==> src/design/ica_pkg.sv <==
package ica_pkg;

   ////////////////////////////////////////////////////////////////////////////
   // Register map (byte addresses, one word each)
   localparam logic [7:0] ADDR_GLOBAL   = 8'h00;
   localparam logic [7:0] ADDR_SELECT   = 8'h04;
   localparam logic [7:0] ADDR_ENABLE   = 8'h08;
   localparam logic [7:0] ADDR_ENMASK   = 8'h0C;
   localparam logic [7:0] ADDR_SEQ      = 8'h10;
   localparam logic [7:0] ADDR_SNAPSHOT = 8'h14;
   localparam logic [7:0] ADDR_LASTCRC  = 8'h18;
   localparam logic [7:0] ADDR_STATUS   = 8'h1C;

   // Chunk kinds selected through the select register
   localparam logic [1:0] KIND_LINES = 2'h0;
   localparam logic [1:0] KIND_CRC   = 2'h1;
   localparam logic [1:0] KIND_SET   = 2'h2;

   // Enable mask bit positions
   localparam int EN_LINES = 0;
   localparam int EN_CRC   = 1;
   localparam int EN_SET   = 2;

   // Snapshot word layout
   localparam int SNAP_IN_LSB  = 0;
   localparam int SNAP_OUT_LSB = 16;

   // Checksum definition
   localparam logic [15:0] CRC_POLY = 16'h1021;
   localparam logic [15:0] CRC_INIT = 16'h0000;

   // Reset values
   localparam logic [2:0]  ENMASK_RESET = 3'h0;
   localparam logic [31:0] WORD_RESET   = 32'h0000_0000;

   typedef enum logic [2:0] {
      ST_IDLE  = 3'b000,
      ST_IMAGE = 3'b001,
      ST_LINES = 3'b010,
      ST_SET   = 3'b011,
      ST_CRC   = 3'b100
   } ica_state_type;

endpackage : ica_pkg

==> src/design/ica_crc_byte.sv <==
`timescale 1ns/1ps
// One byte step of the unreflected 16-bit cyclic code
module ica_crc_byte (
   // Running value
   input  wire logic [15:0] crcIn,
   input  wire logic [7:0]  dataByte,
   // Updated value
   output logic [15:0]      crcOut
);
   always_comb begin
      logic [15:0] c;
      c = crcIn ^ {dataByte, 8'h00};
      for (int i = 0; i < 8; i++) begin
         c = c[15] ? ((c << 1) ^ ica_pkg::CRC_POLY) : (c << 1);
      end
      crcOut = c;
   end
endmodule : ica_crc_byte

==> src/design/ica_sync2.sv <==
`timescale 1ns/1ps
// Two-flop synchroniser for pin levels
module ica_sync2 #(
   parameter int WIDTH = 1
) (
   input  wire logic             clk_sys,
   input  wire logic             sys_rst,
   input  wire logic [WIDTH-1:0] asyncIn,
   output logic [WIDTH-1:0]      syncOut
);
   logic [WIDTH-1:0] stage1Reg;
   // First stage feeds only the second
   always_ff @(posedge clk_sys) begin
      if (sys_rst) begin
         stage1Reg <= '0;
         syncOut   <= '0;
      end else begin
         stage1Reg <= asyncIn;
         syncOut   <= stage1Reg;
      end
   end
endmodule : ica_sync2

==> src/design/image_chunk_appender.sv <==
`timescale 1ns/1ps
// How it works
// - With the line snapshot enabled, all line levels are caught at each trigger and sent as a chunk of that image.
// - The snapshot is one 32-bit word with fixed bit positions per line.
// - A snapshot bit is 0 for a low line and 1 for a high line at trigger time.
// - Enabling any chunk kind is refused while the global append mode is off.
// - Turning the global append mode off clears every chunk enable at once.
// - Software selects a kind and writes its enable true; from then every image carries that chunk.
// - With the checksum enabled, an X-modem cyclic code of each image is appended as a chunk.
// - The checksum covers image data and all other chunks, not itself.
// - Padding words inside the image payload are fed into the checksum too.
// - The checksum chunk is always the last element of the payload.
// - With the set index enabled, the number of the parameter set used for the frame is appended.
// - The set index chunk may be enabled only while the sequencer is enabled.
module image_chunk_appender #(
   parameter int NUM_IN  = 2,
   parameter int NUM_OUT = 4,
   parameter int SET_W   = 4
) (
   // Clock and reset
   input  wire logic               clk_sys,
   input  wire logic               sys_rst,

   // AHB-Lite slave
   input  wire logic               hsel,
   input  wire logic [7:0]         haddr,
   input  wire logic [1:0]         htrans,
   input  wire logic               hwrite,
   input  wire logic [2:0]         hsize,
   input  wire logic [31:0]        hwdata,
   input  wire logic               hready,
   output logic [31:0]             hrdata,
   output logic                    hreadyout,
   output logic                    hresp,

   // Camera lines, asynchronous pins
   // Levels may move at any moment, hence the two flops inside
   input  wire logic [NUM_IN-1:0]  lineIn,
   input  wire logic [NUM_OUT-1:0] lineOut,

   // Acquisition side, same clock
   input  wire logic               acqTrigger,
   input  wire logic               sequencerEnable,
   input  wire logic [SET_W-1:0]   activeSetNumber,

   // Image data in, padding included
   input  wire logic               imgValid,
   input  wire logic [31:0]        imgData,
   input  wire logic               imgLast,
   output logic                    imgReady,

   // Payload stream out
   output logic                    outValid,
   output logic [31:0]             outData,
   output logic                    outLast,
   output logic                    outIsChunk,
   input  wire logic               outReady
);

   ////////////////////////////////////////////////////////////////////////////
   // State

   typedef struct packed {
      // Software settings
      logic                 globalEnable;
      logic [1:0]           kindSelect;
      logic [2:0]           enMask;
      // Per-frame copies, frozen at the first image word
      logic [2:0]           frameMask;
      // Caught at the trigger, then copied per frame at the first image word
      logic [31:0]          trigSnap;
      logic [SET_W-1:0]     trigSet;
      logic [31:0]          frameSnap;
      logic [SET_W-1:0]     frameSet;
      // Running checksum and the last one sent
      logic [15:0]          crc;
      logic [15:0]          lastCrc;
      logic                 refused;
      // Payload sequencer and output word
      ica_pkg::ica_state_type st;
      logic                 outValid;
      logic [31:0]          outData;
      logic                 outLast;
      logic                 outIsChunk;
      // Bus data phase bookkeeping
      logic                 dPending;
      logic                 dWrite;
      logic [7:0]           dAddr;
      logic [31:0]          rdata;
   } ica_regs_type;

   ica_regs_type stateReg;
   ica_regs_type stateNext;

   logic [NUM_IN-1:0]  lineInSync;
   logic [NUM_OUT-1:0] lineOutSync;
   logic [31:0]        liveSnap;
   logic [15:0]        crcB0;
   logic [15:0]        crcB1;
   logic [15:0]        crcB2;
   logic [15:0]        crcWord;
   logic [31:0]        crcFeed;
   logic               outFree;
   logic               accept;

   ////////////////////////////////////////////////////////////////////////////
   // Pin synchronisers

   // Two cycles of latency, so a trigger sees levels two clocks old
   ica_sync2 #(.WIDTH(NUM_IN)) uSyncIn (
      .clk_sys (clk_sys),
      .sys_rst (sys_rst),
      .asyncIn (lineIn),
      .syncOut (lineInSync)
   );

   ica_sync2 #(.WIDTH(NUM_OUT)) uSyncOut (
      .clk_sys (clk_sys),
      .sys_rst (sys_rst),
      .asyncIn (lineOut),
      .syncOut (lineOutSync)
   );

   // Fixed positions, spare bits stay zero
   always_comb begin
      liveSnap = ica_pkg::WORD_RESET;
      liveSnap[ica_pkg::SNAP_IN_LSB +: NUM_IN]   = lineInSync;
      liveSnap[ica_pkg::SNAP_OUT_LSB +: NUM_OUT] = lineOutSync;
   end

   ////////////////////////////////////////////////////////////////////////////
   // Checksum, one word (four bytes, high byte first) per cycle

   // Four byte steps in a chain trade logic depth for one word per clock
   ica_crc_byte uCrc0 (.crcIn(stateReg.crc), .dataByte(crcFeed[31:24]), .crcOut(crcB0));
   ica_crc_byte uCrc1 (.crcIn(crcB0),        .dataByte(crcFeed[23:16]), .crcOut(crcB1));
   ica_crc_byte uCrc2 (.crcIn(crcB1),        .dataByte(crcFeed[15:8]),  .crcOut(crcB2));
   ica_crc_byte uCrc3 (.crcIn(crcB2),        .dataByte(crcFeed[7:0]),   .crcOut(crcWord));

   // Output register can take a word when empty or being drained
   assign outFree  = !stateReg.outValid || outReady;
   assign imgReady = outFree && (stateReg.st == ica_pkg::ST_IMAGE);
   assign accept   = imgValid && imgReady;

   // Word fed to the checksum in the current state
   always_comb begin
      unique case (stateReg.st)
         ica_pkg::ST_IMAGE: crcFeed = imgData;
         ica_pkg::ST_LINES: crcFeed = stateReg.frameSnap;
         ica_pkg::ST_SET:   crcFeed = {{(32-SET_W){1'b0}}, stateReg.frameSet};
         default:           crcFeed = ica_pkg::WORD_RESET;
      endcase
   end

   ////////////////////////////////////////////////////////////////////////////
   // Next-state logic

   always_comb begin
      logic [2:0] wantMask;
      logic       wrEnable;
      logic [1:0] nextKind;
      wantMask = stateReg.enMask;
      wrEnable = 1'b0;
      nextKind = ica_pkg::KIND_LINES;
      stateNext = stateReg;

      // Bus data phase: write lands, read answered from the registered word
      if (stateReg.dPending && stateReg.dWrite) begin
         unique case (stateReg.dAddr)
            ica_pkg::ADDR_GLOBAL: begin
               stateNext.globalEnable = hwdata[0];
               if (!hwdata[0]) begin
                  wantMask = ica_pkg::ENMASK_RESET;
               end
            end
            ica_pkg::ADDR_SELECT: stateNext.kindSelect = hwdata[1:0];
            ica_pkg::ADDR_ENABLE: begin
               wrEnable = 1'b1;
               if (!hwdata[0]) begin
                  wantMask[stateReg.kindSelect] = 1'b0;
               end else if (!stateReg.globalEnable) begin
                  stateNext.refused = 1'b1;
               end else if (stateReg.kindSelect == ica_pkg::KIND_SET && !sequencerEnable) begin
                  stateNext.refused = 1'b1;
               end else if (stateReg.kindSelect <= ica_pkg::KIND_SET) begin
                  wantMask[stateReg.kindSelect] = 1'b1;
                  stateNext.refused = 1'b0;
               end else begin
                  stateNext.refused = 1'b1;
               end
            end
            default: ;
         endcase
      end
      // Sequencer switched off drops the set index chunk
      if (!sequencerEnable) begin
         wantMask[ica_pkg::EN_SET] = 1'b0;
      end
      stateNext.enMask = wantMask;
      if (wrEnable) begin
         stateNext.enMask = wantMask;
      end

      // Zero wait states: the read word is fetched at the address edge
      // Bus address phase
      stateNext.dPending = hsel && hready && htrans[1];
      if (hsel && hready && htrans[1]) begin
         stateNext.dWrite = hwrite;
         stateNext.dAddr  = {haddr[7:2], 2'b00};
         unique case ({haddr[7:2], 2'b00})
            ica_pkg::ADDR_GLOBAL:   stateNext.rdata = {31'h0, stateReg.globalEnable};
            ica_pkg::ADDR_SELECT:   stateNext.rdata = {30'h0, stateReg.kindSelect};
            // Kind 3 has no enable bit; reading it must not give an unknown
            ica_pkg::ADDR_ENABLE:   stateNext.rdata = {31'h0, (stateReg.kindSelect <= ica_pkg::KIND_SET)
                                                       && stateReg.enMask[stateReg.kindSelect]};
            ica_pkg::ADDR_ENMASK:   stateNext.rdata = {29'h0, stateReg.enMask};
            ica_pkg::ADDR_SEQ:      stateNext.rdata = {{(32-SET_W){1'b0}}, activeSetNumber};
            ica_pkg::ADDR_SNAPSHOT: stateNext.rdata = stateReg.frameSnap;
            ica_pkg::ADDR_LASTCRC:  stateNext.rdata = {16'h0, stateReg.lastCrc};
            ica_pkg::ADDR_STATUS:   stateNext.rdata = {28'h0, stateReg.st != ica_pkg::ST_IDLE,
                                                       sequencerEnable, stateReg.refused, stateReg.globalEnable};
            default:                stateNext.rdata = ica_pkg::WORD_RESET;
         endcase
      end

      // Trigger catches line levels and the active set number
      if (acqTrigger) begin
         stateNext.trigSnap = liveSnap;
         stateNext.trigSet  = activeSetNumber;
      end

      // Output register drains
      if (stateReg.outValid && outReady) begin
         stateNext.outValid = 1'b0;
      end

      // Payload sequencing
      unique case (stateReg.st)
         ica_pkg::ST_IDLE: begin
            // Enables are latched per frame so a mid-frame write cannot tear it
            if (imgValid) begin
               stateNext.frameMask = stateReg.enMask;
               stateNext.frameSnap = stateReg.trigSnap;
               stateNext.frameSet  = stateReg.trigSet;
               stateNext.crc       = ica_pkg::CRC_INIT;
               stateNext.st        = ica_pkg::ST_IMAGE;
            end
         end

         // Image words pass straight through, padding included
         ica_pkg::ST_IMAGE: begin
            if (accept) begin
               stateNext.crc        = crcWord;
               stateNext.outValid   = 1'b1;
               stateNext.outData    = imgData;
               stateNext.outIsChunk = 1'b0;
               stateNext.outLast    = imgLast && (stateReg.frameMask == 3'h0);
               if (imgLast) begin
                  if (stateReg.frameMask[ica_pkg::EN_LINES]) begin
                     nextKind = ica_pkg::KIND_LINES;
                     stateNext.st = ica_pkg::ST_LINES;
                  end else if (stateReg.frameMask[ica_pkg::EN_SET]) begin
                     stateNext.st = ica_pkg::ST_SET;
                  end else if (stateReg.frameMask[ica_pkg::EN_CRC]) begin
                     stateNext.st = ica_pkg::ST_CRC;
                  end else begin
                     stateNext.st = ica_pkg::ST_IDLE;
                  end
               end
            end
         end

         // One word per chunk: lines, then set index, then checksum
         ica_pkg::ST_LINES: begin
            if (outFree) begin
               stateNext.crc        = crcWord;
               stateNext.outValid   = 1'b1;
               stateNext.outData    = stateReg.frameSnap;
               stateNext.outIsChunk = 1'b1;
               stateNext.outLast    = !stateReg.frameMask[ica_pkg::EN_SET] && !stateReg.frameMask[ica_pkg::EN_CRC];
               if (stateReg.frameMask[ica_pkg::EN_SET]) begin
                  stateNext.st = ica_pkg::ST_SET;
               end else if (stateReg.frameMask[ica_pkg::EN_CRC]) begin
                  stateNext.st = ica_pkg::ST_CRC;
               end else begin
                  stateNext.st = ica_pkg::ST_IDLE;
               end
            end
         end

         // Set number is zero-extended to a full word
         ica_pkg::ST_SET: begin
            if (outFree) begin
               stateNext.crc        = crcWord;
               stateNext.outValid   = 1'b1;
               stateNext.outData    = {{(32-SET_W){1'b0}}, stateReg.frameSet};
               stateNext.outIsChunk = 1'b1;
               stateNext.outLast    = !stateReg.frameMask[ica_pkg::EN_CRC];
               stateNext.st         = stateReg.frameMask[ica_pkg::EN_CRC] ? ica_pkg::ST_CRC : ica_pkg::ST_IDLE;
            end
         end

         ica_pkg::ST_CRC: begin
            // Checksum goes last and is not fed into itself
            if (outFree) begin
               stateNext.outValid   = 1'b1;
               stateNext.outData    = {16'h0, stateReg.crc};
               stateNext.outIsChunk = 1'b1;
               stateNext.outLast    = 1'b1;
               stateNext.lastCrc    = stateReg.crc;
               stateNext.st         = ica_pkg::ST_IDLE;
            end
         end
         default: stateNext.st = ica_pkg::ST_IDLE;
      endcase
      if (nextKind != ica_pkg::KIND_LINES) begin
         stateNext.st = ica_pkg::ST_IDLE;
      end
   end

   ////////////////////////////////////////////////////////////////////////////
   // State register

   // Synchronous reset clears every field, enables included
   always_ff @(posedge clk_sys) begin
      if (sys_rst) begin
         stateReg <= '0;
      end else begin
         stateReg <= stateNext;
      end
   end

   // Outputs from flops; slave always ready and OKAY
   assign hrdata     = stateReg.rdata;
   assign hreadyout  = 1'b1;
   assign hresp      = 1'b0;
   assign outValid   = stateReg.outValid;
   assign outData    = stateReg.outData;
   assign outLast    = stateReg.outLast;
   assign outIsChunk = stateReg.outIsChunk;

endmodule : image_chunk_appender

==> config.mk <==
export PLATFORM = sky130hd
export DESIGN_NAME = image_chunk_appender
export DESIGN_NICKNAME = d
export VERILOG_FILES = /design/src/design/ica_pkg.sv /design/src/design/ica_crc_byte.sv /design/src/design/ica_sync2.sv /design/src/design/image_chunk_appender.sv
export SDC_FILE = /design/constraint.sdc
export NUM_CORES = 1
export LEC_CHECK = 0
export BUFFER_PORTS_ARGS = -buffer_cell sky130_fd_sc_hd__buf_4
export CAP_MARGIN = 20
export CELL_PAD_IN_SITES_DETAIL_PLACEMENT = 0
export CELL_PAD_IN_SITES_GLOBAL_PLACEMENT = 2
export CORE_MARGIN = 1
export CORE_UTILIZATION = 29
export CTS_CLUSTER_DIAMETER = 120
export DETAILED_ROUTE_END_ITERATION = 10
export PLACE_DENSITY = 0.83
export SLEW_MARGIN = 20
export SYNTH_ARGS = -nofsm -noshare
export SYNTH_HDL_FRONTEND = slang
export SYNTH_SLANG_ARGS = --single-unit
==> constraint.sdc <==
create_clock -name clk_sys -period 2.8 [get_ports clk_sys]
set_input_delay 0.28 -clock clk_sys [delete_from_list [all_inputs] [get_ports clk_sys]]
set_output_delay 0.28 -clock clk_sys [all_outputs]
set_load 0.01 [all_outputs]
Yosys cells after proc, flatten, opt, wreduce, memory -nomap -nowiden
Cells that the tools add are included.

Bits in latches: 0. Logic and storage cells: 191. Flip-flop bits (word level): 152. Memories: 0. Memory bits (read-only): 0. Memory bits (writable): 0.

$add $sub $neg: 0. Magnitude comparators: 3. Divide/modulo/power cells: 0. Shift-type cells: 0. Reduce and logical (&&, ||, !) cells: 35. Multipliers: 0. Bitwise operators: 40. Muxes and demuxes: 63. Equal/unequal tests: 25.

Operator list (count): 2-to-1 mux 13 bit (32); one-hot mux 20 bit (8 select lines) (1); 2-to-1 mux 38 bit (4); one-hot mux 35 bit (4 select lines) (1); inverter 3 bit (33); one-hot mux 32 bit (3 select lines) (1); XOR 16 bit (4); 2-to-1 mux 16 bit (3); one-hot mux 16 bit (3 select lines) (1); 2-to-1 mux 3 bit (10); == test 6 x 3 -> 1 bit (second input constant) (4); == test 6 x 2 -> 1 bit (second input constant) (3); one-hot mux 3 bit (5 select lines) (1); != test 2 bit (second input constant) (7); == test 6 x 1 -> 1 bit (second input constant) (2); AND reduction 6 bit (2); logical AND 1 bit (11); != test 3 bit (second input constant) (3); logical NOT 8 bit (1); AND reduction 2 bit (4); == test 3 x 2 -> 1 bit (second input constant) (2); logical NOT 3 bit (2); logical NOT 6 bit (1); 2-to-1 mux 1 bit (6); other kinds (22) (27).

Longest topological paths before layout
Depth in word-level cells: 72. Gate-level depth with buffers: 12. Mapped depth without buffers: 9.

Hierarchy
From an unflattened synthesis, not the netlist that was laid out.

Cells, all modules: 831. Area total of the unflattened synthesis: 7866.3 um^2.

By module, submodules not included: image_chunk_appender (area each 6029.5 um^2, cells each 707, seq. area each 2562.5 um^2, times used 1); ica_crc_byte (area each 380.4 um^2, cells each 25, seq. area each 0.0 um^2, times used 4); ica_sync2 (uSyncOut) (area each 210.2 um^2, cells each 16, seq. area each 160.2 um^2, times used 1); ica_sync2 (uSyncIn) (area each 105.1 um^2, cells each 8, seq. area each 80.1 um^2, times used 1).

Least setup slack after synthesis
OpenSTA, ideal clock, no wires.

Path kind: register -> register. Start: register stateReg[78] (netlist name). End: register stateReg[105] (netlist name). Clock period less this slack: 2823 ps. Setup time: 117 ps. Path slack: -23 ps. Arrival time: 2707 ps. Cell stages (with the launch flop): 11. Path through: dfxtp_1 buf_6 and4bb_4 xnor2_4 xnor3_2 xnor3_2 xnor2_1 xnor2_1 xnor2_2 xor2_1 a22o_1.

Longest elaborated chain between the ends: 38. Elaborated cells on any way between the ends: 71. Those cells by class: 6 x eq/ne; 36 x mux; 23 x bitwise; 6 x reduce/logical.

RTL lines: from (decl) (RTL line image_chunk_appender.sv:92) `ica_regs_type stateReg;`; from (signal assigned) (RTL line image_chunk_appender.sv:329) `stateReg <= stateNext;`; == test 3 x 2 -> 1 bit / == test 3 x 1 -> 1 bit (equally long branches) (RTL line image_chunk_appender.sv:147, image_chunk_appender.sv:238, image_chunk_appender.sv:142); one-hot mux 32 bit (3 select lines) (RTL line image_chunk_appender.sv:147) `unique case (stateReg.st)`; XOR 16 bit (RTL line ica_crc_byte.sv:12) `c = crcIn ^ {dataByte, 8'h00};`; 2-to-1 mux 13 bit (3 in series) (RTL line ica_crc_byte.sv:14) `c = c[15] ? ((c << 1) ^ ica_pkg::CRC_POLY) : (c << 1);`; inverter 3 bit (no source line); 2-to-1 mux 13 bit (2 in series) (RTL line ica_crc_byte.sv:14); XOR 16 bit (RTL line ica_crc_byte.sv:12); 2-to-1 mux 13 bit (4 in series) (RTL line ica_crc_byte.sv:14); (+9 left out); inverter 3 bit (no source line); 2-to-1 mux 13 bit (2 in series) (RTL line ica_crc_byte.sv:14); XOR 16 bit (RTL line ica_crc_byte.sv:12); 2-to-1 mux 13 bit (4 in series) (RTL line ica_crc_byte.sv:14); inverter 3 bit (no source line); 2-to-1 mux 13 bit (4 in series) (RTL line ica_crc_byte.sv:14); 2-to-1 mux 16 bit (on tied branches) (RTL line image_chunk_appender.sv:275, image_chunk_appender.sv:293, image_chunk_appender.sv:252); one-hot mux 16 bit (3 select lines) (RTL line image_chunk_appender.sv:238) `unique case (stateReg.st)`.

Several ways; a longest one is shown, not always the timed one. The select of a mux whose other input is x is not followed. A chain may end at the register's enable or synchronous reset.

Worst setup path in the final report
Start: register stateReg[78] (netlist name). End: register stateReg[102] (netlist name).

Longest elaborated chain between the ends: 35. Elaborated cells on any way between the ends: 73. Those cells by class: 6 x eq/ne; 36 x mux; 25 x bitwise; 6 x reduce/logical.

RTL lines (RTL line): == test 3 x 2 -> 1 bit / == test 3 x 1 -> 1 bit (equally long branches) (image_chunk_appender.sv:147, image_chunk_appender.sv:238, image_chunk_appender.sv:142); one-hot mux 32 bit (3 select lines) (image_chunk_appender.sv:147); XOR 16 bit (ica_crc_byte.sv:12); 2-to-1 mux 13 bit / inverter 3 bit (equally long branches); 2-to-1 mux 13 bit (ica_crc_byte.sv:14); inverter 3 bit (no source line) / 2-to-1 mux 13 bit (equally long branches); 2-to-1 mux 13 bit (2 in series) (ica_crc_byte.sv:14); XOR 16 bit / 2-to-1 mux 13 bit (equally long branches) (ica_crc_byte.sv:12, ica_crc_byte.sv:14); (+16 left out); XOR 16 bit / 2-to-1 mux 13 bit (equally long branches) (ica_crc_byte.sv:12, ica_crc_byte.sv:14); 2-to-1 mux 13 bit / XOR 16 bit (equally long branches) (ica_crc_byte.sv:14, ica_crc_byte.sv:12); 2-to-1 mux 13 bit (3 in series) (ica_crc_byte.sv:14); 2-to-1 mux 13 bit / inverter 3 bit (equally long branches); inverter 3 bit (no source line) / 2-to-1 mux 13 bit (equally long branches); 2-to-1 mux 13 bit (ica_crc_byte.sv:14); 2-to-1 mux 16 bit (on tied branches) (image_chunk_appender.sv:275, image_chunk_appender.sv:293, image_chunk_appender.sv:252); one-hot mux 16 bit (3 select lines) (image_chunk_appender.sv:238).

Several ways; a longest one is shown, not always the timed one. The select of a mux whose other input is x is not followed.

==> results.toml <==
[worst_setup_path]
cp_slowest_cell = "xnor3_1"
cp-end-kind = "flip-flop"
worst_path_largest_cell_delay_ns = 0.47
worst-path-stages = 13
reg2reg_depth = 13
crit_path_start_kind = "flip-flop"
worstSetupPathType = "reg2reg"
arrival_ns = 3.11
crit_path_max_fanout = 8
crit_chain = "buf_6 > nor3b_2 > buf_4 > buf_12 > buf_8 > nand2_4 > xnor2_2 > xnor3_1 > xor2_1 > xnor2_1 > xnor2_1 > xor2_1 > a22o_1"
crit_required_ns = 3.12
critPathBufInv = 4
cp_top_family = "XOR/XNOR gates"

[clock_tree]
cts-root-buf = "clkbuf_16"
clk_pin_slew_worst_paths_ns = 0.06
cts_htree_levels = 4
cts_hold_buf = 0
cts.sinks = 140
cts_tree = "yes"
clock_path_buffers = 2
clk_latency_ns = 0.42
numCtsBuffers = 17

[yosys]
yosys.cell_types.count = 56
synth_top_flop_cell = "dfxtp_1"
synth_warnings = 0
synth.most_common_cell = "dfxtp_1"
synth_area_leaders = "dfxtp_1, buf_4, xnor2_1"
yosysTopAreaCellShare = 0.392
synthArstFlopShare = 0
ys_seq_area_frac = 0.392
synth_area_um2 = 7150
synth-seq-cells = 140
synthTopCellsByCount = "dfxtp_1, nand2_1, nor2_1"
synthCells = 797
synth_area_per_cell_um2 = 8.98
synth_edf_count = 0
synth_area_leader_cell = "dfxtp_1"

[placement]
dp_hpwl_um = 15000
dp.cells = 1201
gp_congestion = 0.837
place_area_um2 = 8350
port_buffers = 116
pre_cts_slack_ns = -0.0457

[finish]
synthToLayoutAreaGrowth_pct = 29.3
nNetsFinal = 999
finalNonFillerCells = 1239
final_area_um2 = 9250
antenna_cells = 0
fin_util = 0.381
layout-drive-gt1-share = 0.301

[detailed_routing]
vias_per_cell = 4.57
drt_iter0_markers = 388
postRouteAntennaNets = 0
vias = 5668
first_pass_iters = 8
routed_wl_um = 20000
wl_per_cell_um = 16.2
remaining_drc_errors = 0

[sta]
worst_pin_slew_ns = 0.617
max_slew_margin = 0.586
fmax_mhz = 359
fin_hold_ws_ns = 0.0634
fin_crit_ns = 2.79
fin_crit_sh = 0.996
skew_ns = 0.0122
drv_slew = 0
tns_ns = 0
setup_viol = 0
hold_viol = 0
timing.final.ws_setup_ns = 0.0112
rsz0062_at_grt = "yes"

[floorplan]
die-area_um2 = 25300
io_pins = 167
initial_utilization = 0.295
dieWidth_um = 159
rows = 57
fp.dieH_um = 159
core_area_um2 = 24200

[grt]
overflow = 0
grt_use_met1 = 0.229
grt_pass1_wl_um = 30800
antenna_found_initial = 0
grt_pass1_vias = 5429
grt_max_degree = 52
grt_usage = 0.158
grtUsageMet3 = 0.0365
grt-busiest-layer = "met2"
met2_usage = 0.234

[power]
p_comb_frac = 0.562
power_switching_mw = 3.65
pwr-share-seq = 0.208
swShare = 0.342
p_total_mw = 10.7
irDropWorstVdd_mv = 0.984
powerDensity_nw_per_um2 = 1150
leakage_nw = 3.81
power_frac_clock = 0.230
intPower_mw = 7.01

[run]
drv_cap = 0

[run_status]
status = "finished clean"

[hold_path]
hp-class = "in2reg"
hold_depth = 2
==> flip-flops by register name, indices dropped and copies added, names as in the netlist <==
register / cells
stateReg: 73
outValid: 1
outIsChunk: 1
hrdata: 20
uSyncOut.stage1Reg: 4
uSyncOut.syncOut: 4
uSyncIn.syncOut: 2
outLast: 1
outData: 32
uSyncIn.stage1Reg: 2
==> per-layer routing <==
layer	share of wire	wire length [um]
met5	0	0
met4	0.0087	175
met3	0.047	950
met2	0.43	8630
met1	0.51	10300
==> worst paths after layout <==
check	from	end	slack, ns
worst max-delay path	stateReg[78]$_SDFFE_PP0P_	stateReg[102]$_SDFFE_PP0P_	0.01
worst min-delay path	lineIn[1]	uSyncIn.stage1Reg[1]$_SDFF_PP0_	0.06
worst max register to register	stateReg[78]$_SDFFE_PP0P_	stateReg[102]$_SDFFE_PP0P_	0.01
worst min register to register	uSyncOut.stage1Reg[3]$_SDFF_PP0_	uSyncOut.syncOut[3]$_SDFF_PP0_	0.43
==> area by class of cell <==
class / instances / area, um2
clock inverters: 15 / 210
well taps: 324 / 405
inverters: 3 / 11.3
fillers: 2511 / 15000
repair buffers: 192 / 1490
clock buffers: 17 / 425
multi-input cells: 548 / 3890
flip-flops and latches: 140 / 2810
==> layout by cell type, fill, tap and decap left out, types with 13 or more instances in the layout <==
cell,netlist,layout
a21oi_1,49,48
dfxtp_1,140,137
a22oi_1,39,39
buf_4,66,184
nand3b_1,13,13
conb_1,2,14
nand2_1,106,103
nor2_1,86,86
mux2i_1,26,26
nor2b_1,14,14
xnor2_2,6,14
clkbuf_16,0,17
a222oi_1,17,17
o21ai_0,13,13
xnor2_1,50,37
xor2_1,23,22
==> power groups by stage <==
stage / registers (mW) / clock network, mW / logic [mW]
2_1_floorplan: 2.21 / 0 / 3.66
3_3_place_gp: 2.25 / 0 / 5.31
3_5_place_dp: 2.25 / 0 / 5.38
4_1_cts: 2.21 / 2.51 / 5.55
5_1_grt: 2.22 / 2.61 / 6.37
6_report: 2.21 / 2.46 / 5.99
==> repair_timing <==
item | 4_1_cts | 5_1_grt
buffers inserted | 0 | 8
pin swaps | 2 | 33
endpoints found under the setup margin | 5 | 14
gates resized for setup | 9 | 31
==> logic make-up after synthesis <==
family          Yosys count  share of synthesized area
simple gates            261                      0.168
compound gates          149                      0.143
flops                   140                      0.392
buf+inv                 121                     0.0994
xor+xnor                 95                      0.156
mux                      29                     0.0411
other cells               2                    0.00105
Note: power is estimated with default switching activity, not from simulation.
